===== config.mk =====
export PLATFORM = sky130hd
export DESIGN_NAME = ppom_port
export DESIGN_NICKNAME = d
export VERILOG_FILES = /design/src/hw/ppom_port.v /design/src/hw/ppom_pin_cell.v
export VERILOG_INCLUDE_DIRS = /design/src /design/src/hw
export SDC_FILE = /design/constraint.sdc
export NUM_CORES = 1
export LEC_CHECK = 0
export ABC_AREA = 1
export BUFFER_PORTS_ARGS = -buffer_cell sky130_fd_sc_hd__buf_4
export CAP_MARGIN = 20
export CORE_MARGIN = 2
export CORE_UTILIZATION = 40
export CTS_BUF_LIST = sky130_fd_sc_hd__clkbuf_16
export DETAILED_ROUTE_END_ITERATION = 8
export GPL_ROUTABILITY_DRIVEN = 0
export HOLD_SLACK_MARGIN = 0.05
export PLACE_DENSITY_LB_ADDON = 0.15
export SLEW_MARGIN = 20
export SYNTH_ARGS = -nofsm -noshare
export SYNTH_HDL_FRONTEND = slang
export SYNTH_SLANG_ARGS = --single-unit

===== constraint.sdc =====
create_clock -name clock -period 3.61 [get_ports clock]
set_clock_uncertainty 0.1 [all_clocks]
set_input_delay 0.722 -clock clock [delete_from_list [all_inputs] [get_ports clock]]
set_output_delay 0.722 -clock clock [all_outputs]
set_load 0.005 [all_outputs]

===== src/hw/ppom_map.vh =====
// Register offsets, field positions, reset values and sleep codes of the
// port pin override block. Assumes a 32-bit AXI4-Lite slave, one word per
// register, and an 8-bit port.
`ifndef PPOM_MAP_VH
`define PPOM_MAP_VH

`define PPOM_ADDR_W 8
`define PPOM_OFF_DIR 8'h00
`define PPOM_OFF_DATA 8'h04
`define PPOM_OFF_PIN 8'h08
`define PPOM_OFF_CTRL 8'h0C
`define PPOM_OFF_STATUS 8'h10
`define PPOM_OFF_MASK 8'h14
`define PPOM_OFF_EXTEN 8'h18
`define PPOM_OFF_EDGEEN 8'h1C

`define PPOM_CTRL_PUD_BIT 0
`define PPOM_CTRL_PCIE_BIT 1
`define PPOM_CTRL_W 2

`define PPOM_RST_DIR 8'h00
`define PPOM_RST_DATA 8'h00
`define PPOM_RST_CTRL 2'h0
`define PPOM_RST_STATUS 8'h00
`define PPOM_RST_MASK 8'h00
`define PPOM_RST_EXTEN 8'h00
`define PPOM_RST_EDGEEN 8'h00

`define PPOM_SLP_W 3
`define PPOM_SLP_IDLE 3'h0
`define PPOM_SLP_PDOWN 3'h2
`define PPOM_SLP_PSAVE 3'h3
`define PPOM_SLP_STANDBY 3'h6

`define PPOM_RESP_OKAY 2'h0
`define PPOM_RESP_SLVERR 2'h2

`endif


===== src/hw/ppom_port.v =====
// Port B pin override block with AXI4-Lite register access.
// Assumes peripherals on the same clock drive the override controls and
// the pad wiring resolves pad_out, pad_oe and pullup_en into the pin.
//
// Local design decisions: the register offsets and register access over AXI4-Lite.
`timescale 1ns/100ps
`include "ppom_map.vh"
module ppom_port #(
  parameter WIDTH = 8
) (
  input wire clock,
  input wire rst_n,
  input wire [`PPOM_ADDR_W-1:0] s_axi_awaddr,
  input wire s_axi_awvalid,
  output wire s_axi_awready,
  input wire [31:0] s_axi_wdata,
  input wire [3:0] s_axi_wstrb,
  input wire s_axi_wvalid,
  output wire s_axi_wready,
  output wire [1:0] s_axi_bresp,
  output wire s_axi_bvalid,
  input wire s_axi_bready,
  input wire [`PPOM_ADDR_W-1:0] s_axi_araddr,
  input wire s_axi_arvalid,
  output wire s_axi_arready,
  output wire [31:0] s_axi_rdata,
  output wire [1:0] s_axi_rresp,
  output wire s_axi_rvalid,
  input wire s_axi_rready,
  output wire irq,
  input wire sleep_active,
  input wire [`PPOM_SLP_W-1:0] sleep_mode,
  input wire [WIDTH-1:0] toggle_override_en,
  input wire spi_enable,
  input wire spi_master,
  input wire spi_slave_out,
  input wire spi_master_out,
  input wire spi_sck_out,
  input wire timer0_compare_a_en,
  input wire timer0_compare_a_out,
  input wire timer1_compare_c_en,
  input wire timer1_compare_c_out,
  output wire [WIDTH-1:0] pin_change_src,
  output wire timer1_ext_clock_in,
  output wire spi_master_in,
  output wire spi_slave_in,
  output wire spi_sck_in,
  output wire spi_ss_in,
  output wire serial_prog_data_in,
  output wire serial_prog_data_out,
  input wire [WIDTH-1:0] pad_in,
  output wire [WIDTH-1:0] pad_out,
  output wire [WIDTH-1:0] pad_oe,
  output wire [WIDTH-1:0] pullup_en,
  output wire [WIDTH-1:0] analog_pad_path
);
  reg [WIDTH-1:0] dir_q, data_q, data_d, status_q, status_d;
  reg [WIDTH-1:0] mask_q, exten_q, edgeen_q, sample_prev_q;
  reg [WIDTH-1:0] wdata_q, rd_val;
  reg [`PPOM_CTRL_W-1:0] ctrl_q;
  reg [`PPOM_ADDR_W-1:0] awaddr_q;
  reg [31:0] rdata_q;
  reg [1:0] bresp_q, rresp_q;
  reg irq_q, aw_rdy_q, w_rdy_q, aw_have_q, w_have_q, wlane_q;
  reg bvalid_q, ar_rdy_q, rvalid_q, rd_ok;
  wire [WIDTH-1:0] sample, di, events, pu_oe, pu_ov;
  wire [WIDTH-1:0] dd_oe, pv_oe, pv_ov, die_oe;
  wire do_write, port_data_write_strobe, pin_toggle_write_strobe;
  wire pin_read_strobe, global_pullup_disable, pcie, sleep_clamp, spi_m;

  function hit;
    input [`PPOM_ADDR_W-1:0] addr;
    input [`PPOM_ADDR_W-1:0] off;
    begin
      hit = (addr[`PPOM_ADDR_W-1:2] == off[`PPOM_ADDR_W-1:2]);
    end
  endfunction

  function mapped;
    input [`PPOM_ADDR_W-1:0] addr;
    begin
      mapped = hit(addr, `PPOM_OFF_DIR) | hit(addr, `PPOM_OFF_DATA) |
               hit(addr, `PPOM_OFF_PIN) | hit(addr, `PPOM_OFF_CTRL) |
               hit(addr, `PPOM_OFF_STATUS) | hit(addr, `PPOM_OFF_MASK) |
               hit(addr, `PPOM_OFF_EXTEN) | hit(addr, `PPOM_OFF_EDGEEN);
    end
  endfunction

  assign global_pullup_disable = ctrl_q[`PPOM_CTRL_PUD_BIT];
  assign pcie = ctrl_q[`PPOM_CTRL_PCIE_BIT];
  // One clamp and one pull-up disable serve every pin of the port.
  assign sleep_clamp = sleep_active &
                       ((sleep_mode == `PPOM_SLP_PDOWN) |
                        (sleep_mode == `PPOM_SLP_PSAVE) |
                        (sleep_mode == `PPOM_SLP_STANDBY));

  // Alternate function overrides, one set per pin.
  assign spi_m = spi_enable & spi_master;
  assign pu_oe = {{(WIDTH-4){1'b0}}, {4{spi_m}}};
  assign pu_ov = {{(WIDTH-4){1'b0}},
                  data_q[3:0] & {4{global_pullup_disable}}};
  assign dd_oe = {{(WIDTH-4){1'b0}}, {4{spi_m}}};
  assign pv_oe = {timer0_compare_a_en | timer1_compare_c_en,
                  {(WIDTH-5){1'b0}}, {3{spi_m}}, 1'b0};
  // Compare A takes the pin when both timers claim it.
  assign pv_ov = {timer0_compare_a_en ? timer0_compare_a_out
                                      : timer1_compare_c_out,
                  {(WIDTH-5){1'b0}},
                  spi_slave_out, spi_master_out, spi_sck_out,
                  1'b0};
  assign die_oe = edgeen_q & {WIDTH{pcie}};

  genvar gi;
  generate
    for (gi = 0; gi < WIDTH; gi = gi + 1) begin : g_pin
      ppom_pin_cell u_cell (
        .clock(clock),
        .rst_n(rst_n),
        .pad_in(pad_in[gi]),
        .pin_direction_bit(dir_q[gi]),
        .pin_output_data_bit(data_q[gi]),
        .global_pullup_disable(global_pullup_disable),
        .sleep_clamp(sleep_clamp),
        .ext_int_en(exten_q[gi]),
        .pullup_override_en(pu_oe[gi]),
        .pullup_override_val(pu_ov[gi]),
        .dir_override_en(dd_oe[gi]),
        .dir_override_val(1'b0),
        .outval_override_en(pv_oe[gi]),
        .outval_override_val(pv_ov[gi]),
        .inen_override_en(die_oe[gi]),
        .inen_override_val(1'b1),
        .pad_out(pad_out[gi]),
        .pad_oe(pad_oe[gi]),
        .pullup_en(pullup_en[gi]),
        .periph_digital_in(di[gi]),
        .pin_input_sample_bit(sample[gi])
      );
    end
  endgenerate

  // The analog path is a plain wire to the pad, untouched by overrides.
  assign analog_pad_path = pad_in;
  assign pin_change_src = di;
  assign timer1_ext_clock_in = di[4];
  assign spi_master_in = di[3];
  assign serial_prog_data_out = pad_out[3];
  assign spi_slave_in = di[2];
  assign serial_prog_data_in = di[2];
  assign spi_sck_in = di[1];
  assign spi_ss_in = di[0];

  // Write strobes are decoded once and shared by all pins.
  assign do_write = aw_have_q & w_have_q & ~bvalid_q;
  assign port_data_write_strobe = do_write & wlane_q &
                                  hit(awaddr_q, `PPOM_OFF_DATA);
  assign pin_toggle_write_strobe = do_write & wlane_q &
                                   hit(awaddr_q, `PPOM_OFF_PIN);
  assign pin_read_strobe = s_axi_arvalid & ar_rdy_q &
                           hit(s_axi_araddr, `PPOM_OFF_PIN);

  // Edges are seen on the clamped input, so leaving deep sleep with a high
  // pin and the interrupt disabled raises the flag.
  assign events = (sample ^ sample_prev_q) & edgeen_q;

  always @* begin
    data_d = data_q;
    if (port_data_write_strobe) begin
      data_d = wdata_q;
    end
    if (pin_toggle_write_strobe) begin
      data_d = data_d ^ wdata_q;
    end
    data_d = data_d ^ toggle_override_en;
    status_d = status_q;
    if (do_write & wlane_q & hit(awaddr_q, `PPOM_OFF_STATUS)) begin
      status_d = status_d & ~wdata_q;
    end
    status_d = status_d | events;
  end

  always @* begin
    rd_ok = mapped(s_axi_araddr);
    rd_val = {WIDTH{1'b0}};
    if (hit(s_axi_araddr, `PPOM_OFF_DIR)) begin
      rd_val = dir_q;
    end else if (hit(s_axi_araddr, `PPOM_OFF_DATA)) begin
      rd_val = data_q;
    end else if (pin_read_strobe) begin
      rd_val = sample;
    end else if (hit(s_axi_araddr, `PPOM_OFF_CTRL)) begin
      rd_val = {{(WIDTH-`PPOM_CTRL_W){1'b0}}, ctrl_q};
    end else if (hit(s_axi_araddr, `PPOM_OFF_STATUS)) begin
      rd_val = status_q;
    end else if (hit(s_axi_araddr, `PPOM_OFF_MASK)) begin
      rd_val = mask_q;
    end else if (hit(s_axi_araddr, `PPOM_OFF_EXTEN)) begin
      rd_val = exten_q;
    end else if (hit(s_axi_araddr, `PPOM_OFF_EDGEEN)) begin
      rd_val = edgeen_q;
    end
  end

  always @(posedge clock or negedge rst_n) begin
    if (!rst_n) begin
      dir_q <= `PPOM_RST_DIR;
      data_q <= `PPOM_RST_DATA;
      ctrl_q <= `PPOM_RST_CTRL;
      status_q <= `PPOM_RST_STATUS;
      mask_q <= `PPOM_RST_MASK;
      exten_q <= `PPOM_RST_EXTEN;
      edgeen_q <= `PPOM_RST_EDGEEN;
      sample_prev_q <= {WIDTH{1'b0}};
      irq_q <= 1'b0;
    end else begin
      data_q <= data_d;
      status_q <= status_d;
      sample_prev_q <= sample;
      irq_q <= |(status_d & mask_q);
      if (do_write & wlane_q) begin
        if (hit(awaddr_q, `PPOM_OFF_DIR)) begin
          dir_q <= wdata_q;
        end
        if (hit(awaddr_q, `PPOM_OFF_CTRL)) begin
          ctrl_q <= wdata_q[`PPOM_CTRL_W-1:0];
        end
        if (hit(awaddr_q, `PPOM_OFF_MASK)) begin
          mask_q <= wdata_q;
        end
        if (hit(awaddr_q, `PPOM_OFF_EXTEN)) begin
          exten_q <= wdata_q;
        end
        if (hit(awaddr_q, `PPOM_OFF_EDGEEN)) begin
          edgeen_q <= wdata_q;
        end
      end
    end
  end

  // Address and data are taken in either order; the response waits for both.
  always @(posedge clock or negedge rst_n) begin
    if (!rst_n) begin
      aw_rdy_q <= 1'b1;
      w_rdy_q <= 1'b1;
      aw_have_q <= 1'b0;
      w_have_q <= 1'b0;
      awaddr_q <= {`PPOM_ADDR_W{1'b0}};
      wdata_q <= {WIDTH{1'b0}};
      wlane_q <= 1'b0;
      bvalid_q <= 1'b0;
      bresp_q <= `PPOM_RESP_OKAY;
    end else begin
      if (s_axi_awvalid & aw_rdy_q) begin
        aw_have_q <= 1'b1;
        aw_rdy_q <= 1'b0;
        awaddr_q <= s_axi_awaddr;
      end
      if (s_axi_wvalid & w_rdy_q) begin
        w_have_q <= 1'b1;
        w_rdy_q <= 1'b0;
        wdata_q <= s_axi_wdata[WIDTH-1:0];
        wlane_q <= s_axi_wstrb[0];
      end
      if (do_write) begin
        aw_have_q <= 1'b0;
        w_have_q <= 1'b0;
        bvalid_q <= 1'b1;
        bresp_q <= mapped(awaddr_q) ? `PPOM_RESP_OKAY : `PPOM_RESP_SLVERR;
      end
      if (bvalid_q & s_axi_bready) begin
        bvalid_q <= 1'b0;
        aw_rdy_q <= 1'b1;
        w_rdy_q <= 1'b1;
      end
    end
  end

  always @(posedge clock or negedge rst_n) begin
    if (!rst_n) begin
      ar_rdy_q <= 1'b1;
      rvalid_q <= 1'b0;
      rdata_q <= 32'h00000000;
      rresp_q <= `PPOM_RESP_OKAY;
    end else begin
      if (s_axi_arvalid & ar_rdy_q) begin
        ar_rdy_q <= 1'b0;
        rvalid_q <= 1'b1;
        rdata_q <= {{(32-WIDTH){1'b0}}, rd_val};
        rresp_q <= rd_ok ? `PPOM_RESP_OKAY : `PPOM_RESP_SLVERR;
      end
      if (rvalid_q & s_axi_rready) begin
        rvalid_q <= 1'b0;
        ar_rdy_q <= 1'b1;
      end
    end
  end

  assign s_axi_awready = aw_rdy_q;
  assign s_axi_wready = w_rdy_q;
  assign s_axi_bvalid = bvalid_q;
  assign s_axi_bresp = bresp_q;
  assign s_axi_arready = ar_rdy_q;
  assign s_axi_rvalid = rvalid_q;
  assign s_axi_rdata = rdata_q;
  assign s_axi_rresp = rresp_q;
  assign irq = irq_q;
endmodule // ppom_port


===== src/hw/ppom_pin_cell.v =====
// One port pin: override selection, sleep clamp and input synchroniser.
// Assumes the stored direction and data bits live in the register bank.
`timescale 1ns/100ps
module ppom_pin_cell (
  input wire clock,
  input wire rst_n,
  input wire pad_in,
  input wire pin_direction_bit,
  input wire pin_output_data_bit,
  input wire global_pullup_disable,
  input wire sleep_clamp,
  input wire ext_int_en,
  input wire pullup_override_en,
  input wire pullup_override_val,
  input wire dir_override_en,
  input wire dir_override_val,
  input wire outval_override_en,
  input wire outval_override_val,
  input wire inen_override_en,
  input wire inen_override_val,
  output wire pad_out,
  output wire pad_oe,
  output wire pullup_en,
  output wire periph_digital_in,
  output wire pin_input_sample_bit
);
  wire drv_en;
  wire pu_sel;
  wire clamp;
  wire in_en;
  reg sync_lo_q;
  reg sync_q;

  // Selection is pure logic so an override reaches the pad with no latency.
  assign drv_en = dir_override_en ? dir_override_val
                                  : pin_direction_bit;
  assign pu_sel = pullup_override_en ? pullup_override_val
                : ({pin_direction_bit, pin_output_data_bit,
                    global_pullup_disable} == 3'b010);
  // Reset gates the pad directly so the pin floats even with no clock.
  assign pad_oe = drv_en & rst_n;
  assign pullup_en = pu_sel & rst_n;
  assign pad_out = outval_override_en ? outval_override_val
                                      : pin_output_data_bit;
  assign clamp = sleep_clamp & ~ext_int_en;
  assign in_en = inen_override_en ? inen_override_val : ~clamp;
  // Tapped ahead of the synchroniser; receivers resynchronise.
  assign periph_digital_in = pad_in & in_en;

  // A falling-edge stage stands for the latch that closes when the clock
  // goes low, giving half to one and a half periods of delay.
  always @(negedge clock or negedge rst_n) begin
    if (!rst_n) begin
      sync_lo_q <= 1'b0;
    end else begin
      sync_lo_q <= periph_digital_in;
    end
  end

  always @(posedge clock or negedge rst_n) begin
    if (!rst_n) begin
      sync_q <= 1'b0;
    end else begin
      sync_q <= sync_lo_q;
    end
  end

  assign pin_input_sample_bit = sync_q;
endmodule // ppom_pin_cell


* Word level (Yosys, flattened, before mapping)
Cells that the tools add are included.
** Operators by class
- $add $sub $neg :: 0
- $mul :: 0
- Divide/modulo/power cells :: 0
- Order comparisons :: 0
- Equal/unequal tests :: 25
- Shift-type cells :: 0
- Mux-type cells :: 48
- Bitwise operators :: 90
- Reductions and logical operators :: 14
** Operator list (number)
- 2-to-1 mux 8 bit :: 11
- equality test 6 x 3 -> 1 bit, second input constant :: 8
- bitwise AND 1 bit :: 46
- 2-to-1 mux 1 bit :: 35
- bitwise AND 8 bit :: 4
- equality test 3 x 2 -> 1 bit, second input constant :: 10
- equality test 6 x 2 -> 1 bit, second input constant :: 4
- bitwise XOR 8 bit :: 3
- NOT 1 bit :: 17
- bitwise OR 1 bit :: 17
- equality test 6 x 1 -> 1 bit, second input constant :: 2
- zero test 6 bit :: 2
- nonzero test 2 bit :: 6
- AND reduction 2 bit :: 5
- NOT 8 bit :: 1
- bitwise OR 8 bit :: 1
- OR reduction 8 bit :: 1
- bitwise AND 4 bit :: 1
- 2-to-1 mux 2 bit :: 2
- equality test 3 bit, second input constant :: 1
** Storage, ports and cells
- Register bits :: 111
- Latch bits :: 0
- RAM bits :: 0
- Bits in read-only memories :: 0
- Input bits :: 88
- Output and inout bits :: 89
- Word-level logic and storage cells :: 215
- Memories kept :: 0

* Depth between registers and ports, before layout
Gate-level depths: netlist of run 1.
- Word-level depth :: 9
- Mapped depth :: 11

* Hierarchy
Synthesis of run 1 repeated with hierarchy kept, for this count alone.
** Second synthesis, totals
- Cell total of the unflattened synthesis :: 794
- Area, all modules :: 5836.8 um^2
** By module, submodules not included
- ppom_port :: times used 1, cells an instance 634, area each 4815.9 um^2, seq. area each 2280.9 um^2
- ppom_pin_cell :: times used 8, cells an instance 20, area each 127.6 um^2, seq. area each 50.0 um^2

==> results.txt, run 1 <==
The number of antenna violations at the first check in global routing came out at 0. The count of endpoints failing hold in the final timing report is 0. After synthesis, flip-flops and latches occupy 48.2% of the total area. Hold repair after CTS inserted 0 buffers. Once layout is done, the placed cells without fillers occupy 6630 µm². The max capacitance violation total came out at 0. The post-placement cell area came out at 6290 µm².

The tightest min-delay check is of the primary input to async pin type. The wire length of the first global-routing pass came out at between 20000 and 25000 µm. The number of CTS-inserted buffers came out at 9. The clock transition at the registers of the reported paths is 0.07 ns. The netlist uses 34 different library cells. The total setup buffers inserted after CTS came out at 0.

Along the worst path, the maximum fanout reaches 10. The busiest metal layer after global routing is met2. Final hold analysis gives a worst-case slack of 0.188 ns. The clock tree root buffer cell is clkbuf_16. The sum of negative setup slack came out at 0 ns. The total count of max-transition violations in the final report was 0. The wire length reported by the detailed router is 14200 µm. The layout net count is 872. The number of gates given a new drive strength after cts came out at 0. The total number of vias came out at 4671. The critical path starts at ctrl_q[1].

Using the TritonRoute via totals, the vias-per-cell ratio works out to 4.82. The synthesized instance count is 698. The endpoint kind of the worst setup timing path is a flip-flop. The die area is 14900 µm². The maximum number of pins on one net before global-route repair is 32.

The number of core rows is 43. The DRC violations left is 0. The leading cell type in the layout, fill and taps excluded is nand2_1.

The overall die width came out at 122 µm. The register-to-register setup slack is 0.55 ns. The final cell utilization of the core is 48.3%. TritonCTS built the clock tree. The remaining max-slew budget at the tightest pin came out at 36.7%.

The measured slew at the worst slew-check pin came out at 0.942 ns. The number of storage elements in the synthesis netlist is 107. The endpoint of the worst register-to-register path is g_pin[0].u_cell.sync_lo_q. The total inserted antenna cells came out at 0.

The count of placed standard cells in the final layout, fillers left out came out at 969. The pre-antenna-repair detailed-routing pass consisted of 5 iterations. The global routing met1 resource utilization is 27.1%. STA classifies the critical path startpoint as a flip-flop. The number of inserted filler cells in the final layout is approximately 1400. The global-route met2 utilization came out at 32.8%. The met3 capacity usage during global routing is around 4.4%. The routed wirelength normalized by instance count came out at approximately 15 µm. The data required time at the worst endpoint is about 1.9 ns. The post-synthesis to final-layout area growth came out at 19.1%. The floorplan core area is ~14000 µm². The total routing resource utilization after global routing came out at 20.0%. The starting density of the core is 40.6%. The number of H-tree levels is 3.

The analysis attributes to cell leakage a power of 3.41 nW. The library cells used most frequently in the layout, excluding fill and tap cells, are nand2_1 (248), buf_4 (130), dfrtp_1 (96), o21ai_0 (61), inv_1 (50). The count of clock tree sinks is 107. Setup repair after global routing left no endpoint under its margin. The estimated wirelength of the detail-placed design is approximately 11000 µm. The die boundary height came out at 122 µm. The critical path is of the flip-flop to flip-flop type.

The run finished with clean final reports. In this run the power density over the cells is 584 nW/µm². In this run, the number of DRC markers left after iteration 0 of detailed routing was 376. The total of endpoints with negative setup slack in the final report is 0.

In this run the remaining antenna-violating nets after routing total 0. Yosys printed 0 warnings. Input and output buffers added on the ports amount to 119. In this run, placement finished with an instance count of 953.

Pin placement for this block handled 177 I/O pins. The maximum count of clock buffers along a single path is 2. The via count of the first global-routing pass is 4361. The later-pin clock latency in the skew report is 0.35 ns.

The number of cells traversed by the worst register-to-register path came out at 2. The share of cells above drive strength 1 came out at a little over a fifth. The start of the worst register-to-register path is ctrl_q[1]. Each instance of the synthesized netlist takes up on average 7.97 µm². The total overflow reported by the global router came out at 0.

The worst-case vdd ir drop is between 200 and 300 µV. After synthesis the cells add up to 5560 µm². Data on the critical path arrives at its endpoint at 1.31 ns.
==> worst max-delay path: stages (launching register included) <==
cell      delay (ns)
dfrtp_1         0.54
a21oi_1         0.25
a21boi_0        0.17
==> power by group <==
group	internal (mW)	switching [mW]
Clock	0.671	0.441
Sequential	1.50	0.274
Combinational	0.402	0.579
==> routing by layer <==
metal  wire, µm  part of all wire [%]  vias to the layer above
met4        180                   1.3                        0
li1           -                     -                     2327
met1       6450                    46                     2167
met5          0                     0                        -
met3        825                   5.8                       14
met2       6710                    47                      163
==> stage by stage <==
stage                     worst slack (ns)  power, mW
after floorplan                      0.208       2.38
after global placement               0.242       2.76
after detailed placement             0.218       2.79
after CTS                            0.533       3.90
after global routing                 0.465       4.12
final                                0.555       3.87
==> state kept, by name (all words and copies together), names as in the netlist, 2 cells and up <==
register / cells
data_q: 8
dir_q: 8
edgeen_q: 8
exten_q: 8
g_pin.u_cell.pin_input_sample_bit: 8
g_pin.u_cell.sync_lo_q: 8
mask_q: 8
s_axi_rdata: 8
sample_prev_q: 8
status_q: 8
wdata_q: 8
awaddr_q: 6
ctrl_q: 2
==> cell type report <==
cell class	count	area [µm²]	area share [%]
inverters	52	195	2.95
clock inverters	7	108	1.62
well taps	180	225	3.40
multi-input cells	484	2220	33.5
repair buffers	130	976	14.7
flip-flops and latches	107	2680	40.5
clock buffers	9	225	3.40
==> cells in the mapped netlist (all sizes together) <==
cell type | n | area share (%)
nor3 | 8 | 0.90
clkbuf | 10 | 0.67
o21ai | 61 | 5.5
xor2 | 1 | 0.16
nand2 | 249 | 17
o211ai | 1 | 0.13
nand4 | 7 | 0.90
dfrtp | 96 | 43
nand3 | 44 | 4.1
or2 | 9 | 1.0
a21boi | 8 | 1.1
a2111oi | 4 | 0.63
nand3b | 8 | 1.1
nor2 | 29 | 2.3
mux2 | 2 | 0.40
dfrtn | 8 | 3.6
nor4 | 6 | 1.1
inv | 49 | 3.3
a31oi | 1 | 0.11
conb | 1 | 0.067
a21oi | 20 | 1.8
buf | 70 | 9.5
clkinv | 3 | 0.20
dfstp | 3 | 1.4
==> cells by family after synthesis <==
| group | synth area share, % |
|---|---|
| compound gates | 9.24 |
| mux | 0.405 |
| xor+xnor | 0.157 |
| flops | 48.2 |
| buf+inv | 13.6 |
| other cells | 0.0674 |
| simple gates | 28.3 |
==> worst max path at each step <==
| stage | to | slack [ns] | cells past startpoint |
|---|---|---|---|
| 5_1_grt | g_pin[0].u_cell.sync_lo_q | 0.47 | 2 |
| 3_3_place_gp | g_pin[0].u_cell.sync_lo_q | 0.24 | 4 |
| 2_1_floorplan | g_pin[2].u_cell.sync_lo_q | 0.21 | 3 |
| 3_5_place_dp | g_pin[0].u_cell.sync_lo_q | 0.22 | 4 |
| 4_1_cts | g_pin[0].u_cell.sync_lo_q | 0.53 | 2 |
| 6_report | g_pin[0].u_cell.sync_lo_q | 0.55 | 2 |
No activity file was read; power rests on OpenSTA's default activity.
==> run 2: changes to the inputs <==
--- a/config.mk
+++ b/config.mk
@@ -6,7 +6,7 @@
 export SDC_FILE = /design/constraint.sdc
 export NUM_CORES = 1
 export LEC_CHECK = 0
-export ABC_AREA = 1
+export ABC_AREA = 0
 export BUFFER_PORTS_ARGS = -buffer_cell sky130_fd_sc_hd__buf_4
 export CAP_MARGIN = 20
 export CORE_MARGIN = 2
==> constraint.sdc (replaced) <==
create_clock -name clock -period 3.1 [get_ports clock]
set_clock_uncertainty 0.1 [all_clocks]
set_input_delay 0.62 -clock clock [delete_from_list [all_inputs] [get_ports clock]]
set_output_delay 0.62 -clock clock [all_outputs]
set_load 0.005 [all_outputs]
==> results.txt, run 2 <==
The flow ran to the end, and the final reports show no timing, DRC or antenna violations. The async set or reset register ratio after synthesis came out at 100% (unchanged). The later-pin clock latency in the skew report came out at 0.35 ns (about the same). Among all flip-flop cells after synthesis, the most frequent one is dfrtp_1. The via count normalized by instance count is 5.16 (+7.0%). The measured slew at the worst slew-check pin is 0.622 ns (-0.320 ns). The wire length reported by the detailed router is 13600 µm (-4.3%). The maximum fanout along the worst path is 10 (unchanged). The boundary pin count came out at 177 (unchanged). The overall die width is 122 µm (+0.32%). The clock transition at the registers of the reported paths came out at 0.07 ns (about the same).

The maximum count of clock buffers along a single path was 2 (unchanged). The via count of the first global-routing pass was 3819 (-12%). Following the worst setup path forward leads to its endpoint at g_pin[7].u_cell.sync_lo_q. The post-synth design cell area is 5600 µm² (+0.65%). The tightest hold margin came out at 0.0957 ns (-0.0927 ns). The max capacitance violation total was 0 (unchanged). The count of clock tree sinks is 107 (unchanged). The total inserted antenna cells is 0 (unchanged). The first-pass iteration count of the detailed router is 4 (-1). The estimated wirelength of the detail-placed design came out at 9890 µm (-8.8%).

The tree is rooted in a clkbuf_16. The total setup buffers inserted after CTS is 0 (unchanged). In the layout the commonest cells are buf_4 (136), dfrtp_1 (96), mux2_2 (48), o21ai_0 (34). The count of buffering cells on the critical path with inverters included came out at 0 (unchanged).

The DRC violations left came out at 0 (unchanged). The delay of the slowest cell on the worst path came out at 0.55 ns (about the same). The worst register-to-register path begins at ctrl_q[1]. The area share of the leading cell type in the synthesized netlist is 42.9% (-0.28 points). The endpoint identified for the worst register-to-register timing path is g_pin[7].u_cell.sync_lo_q. The count of cell types in the netlist is 55 (+62%). The total of endpoints with negative setup slack in the final report is 0 (unchanged). The cell leakage power came to 3.16 nW (-7.3%). The total routing resource utilization after global routing is 18.5% (-1.5 points). The placement-stage worst setup slack came out at 0.112 ns (-0.106 ns). Ranked by instance count, the synthesized netlist is headed by dfrtp_1 (96), buf_4 (67), mux2_2 (48), o21ai_0 (34). The starting density of the core is 40.7% (+0.11 points).

The post-synthesis to final-layout area growth is 20.2%. The die area is 15000 µm² (+0.63%). The class of the worst hold path is primary input to async pin. The synthesized instance count is 500 (-28%). The number of cells traversed by the worst register-to-register path came to 2 (unchanged). The total power after layout came to 5.34 mW (+38%). The number of core rows is 43 (unchanged). The count of warnings emitted by yosys is 0 (unchanged). The endpoint kind of the worst setup timing path is a flip-flop.

The number of synthesized flops with an enable pin came out at 0 (unchanged). The post-placement cell area is 6380 µm² (+1.3%). By instance count, the leading cell after synthesis is dfrtp_1. The CTS tree is done. The number of DRC markers after the initial detailed-route iteration is 160 (-57%). The total number of vias is 3996 (-14%). The arrival time of data at the critical path endpoint is 1.31 ns (about the same). The layout net count came out at 678 (-22%). The die boundary height came out at 122 µm (+0.32%). The worst path setup slack after routing is 0.318 ns (-0.237 ns).

Walking the worst path, the cells encountered are a21oi_1, a21boi_0. The remaining max-slew budget at the tightest pin is 58.4% (+22 points). The maximum number of pins on one net before global-route repair was 31 (-3.1%). The routed wirelength normalized by instance count was 17.5 µm (+20%). Broken down by cell family, the worst path's largest delay share belongs to flip-flops. The instance count on the critical path came to 2 (unchanged). The floorplan core area came out at 13800 µm² (+0.39%). The total overflow reported by the global router was 0 (unchanged).

The portion of the post-synthesis area used by sequential elements came out at 47.9% (-0.31 points). The wire length of the first global-routing pass was 20900 µm (-7.2%). The number of storage elements in the synthesis netlist is 107 (unchanged). The most critical setup path has its startpoint at ctrl_q[1]. The worst-case vdd ir drop is 278 µV (-1.6%). The master of the slowest instance on the critical path is dfrtp_1. The share of cells above drive strength 1 came out at 39.7% (+18 points). The total count of max-transition violations in the final report was 0 (unchanged). dfrtp_1 takes more of the synthesized area than any other cell. The number of antenna violations at the first check in global routing came to 0 (unchanged). Leaving out fill and tap cells, the most frequent cell in the layout is buf_4.

Setup repair after global routing left no endpoint under its margin. The sum of negative setup slack came to 0 ns (unchanged). The critical path in this run is classified as flip-flop to flip-flop. The power density of the placed cells was 793 nW/µm² (+36%).

The number of gates given a new drive strength after cts is 0 (unchanged). The number of CTS-inserted buffers is 9 (unchanged). The number of buffers inserted by hold repair at cts is 0 (unchanged).

The number of H-tree levels was 3 (unchanged). By area the synthesized netlist is led by dfrtp_1 (43%), mux2_2 (9.7%), buf_4 (9.0%), dfrtn_1 (3.6%), mux4_2 (3.2%). The data required time at the worst endpoint is 1.62 ns (-0.25 ns). The finished layout cell area is 6730 µm² (+1.6%). The post-detailed-route count of antenna-violating nets came out at 0 (unchanged). The mean post-synth cell area is 11.2 µm² (+41%). The port buffer count was 119 (unchanged). The register-to-register setup slack came out at 0.32 ns (-0.24 ns). The startpoint kind of the worst setup timing path is a flip-flop.

The count of endpoints failing hold in the final timing report came out at 0 (unchanged).
run 2: changes by cell type after synthesis, moves of 9 or more:
| cell | previous run | this run |
|---|---|---|
| mux2_2 | 2 | 48 |
| and3_1 | 0 | 9 |
| nand3_1 | 42 | 4 |
| nand2_1 | 248 | 29 |
| o21ai_0 | 61 | 34 |
| inv_1 | 49 | 11 |
| a21oi_1 | 20 | 29 |
| nor2_1 | 26 | 11 |
| nor2b_1 | 0 | 10 |
| and2_1 | 0 | 9 |
| xor2_1 | 1 | 16 |
run 2: cell type report:
class / count / area, µm²
sequential: 107 / 2680
inverter: 11 / 41.3
timing repair buffer: 136 / 1020
clock inverter: 7 / 133
multi-input combinational: 325 / 2410
tap: 180 / 225
fill: 1258 / 7040
clock buffer: 9 / 225
run 2: per-stage QoR:
step,cells,util (%)
floorplan,525,-
global placement,759,46.3
detailed placement,759,46.3
CTS,775,48.9
global route,775,48.9
finish,775,48.9
run 2: per-layer routing:
metal | track usage [%] | wire length [µm] | vias to the layer above
met2 | 30.3 | 6460 | 141
li1 | - | - | 1875
met3 | 2.60 | 812 | 14
met4 | 6.47 | 223 | 0
met1 | 25.3 | 6060 | 1966
met5 | 0 | 0 | -
run 2: cell families after synthesis:
kind of cell    share of synthesized area (%)
compound gates                           13.5
simple gates                             11.8
flops                                    47.9
buf+inv                                  10.8
mux                                      13.4
xor+xnor                                 2.50
other cells                            0.0670
run 2: power by group:
| part | internal, mW | switching [mW] | leakage (nW) |
|---|---|---|---|
| clock network | 0.864 | 0.507 | 0.182 |
| logic | 0.893 | 0.806 | 1.62 |
| registers | 1.80 | 0.471 | 1.36 |
| total | 3.56 | 1.78 | 3.16 |
run 2: how the worst min path moves through the flow:
| stage | start | to | slack [ns] | cells after the start |
|---|---|---|---|---|
| after floorplan | rst_n | aw_have_q | 0.22 | 0 |
| after global placement | g_pin[1].u_cell.pin_input_sample_bit | sample_prev_q[1] | 0.32 | 0 |
| after detailed placement | g_pin[1].u_cell.pin_input_sample_bit | sample_prev_q[1] | 0.32 | 0 |
| after CTS | rst_n | edgeen_q[0] | 0.10 | 1 |
| after global routing | rst_n | edgeen_q[0] | 0.12 | 1 |
| final | rst_n | edgeen_q[0] | 0.1 | 1 |
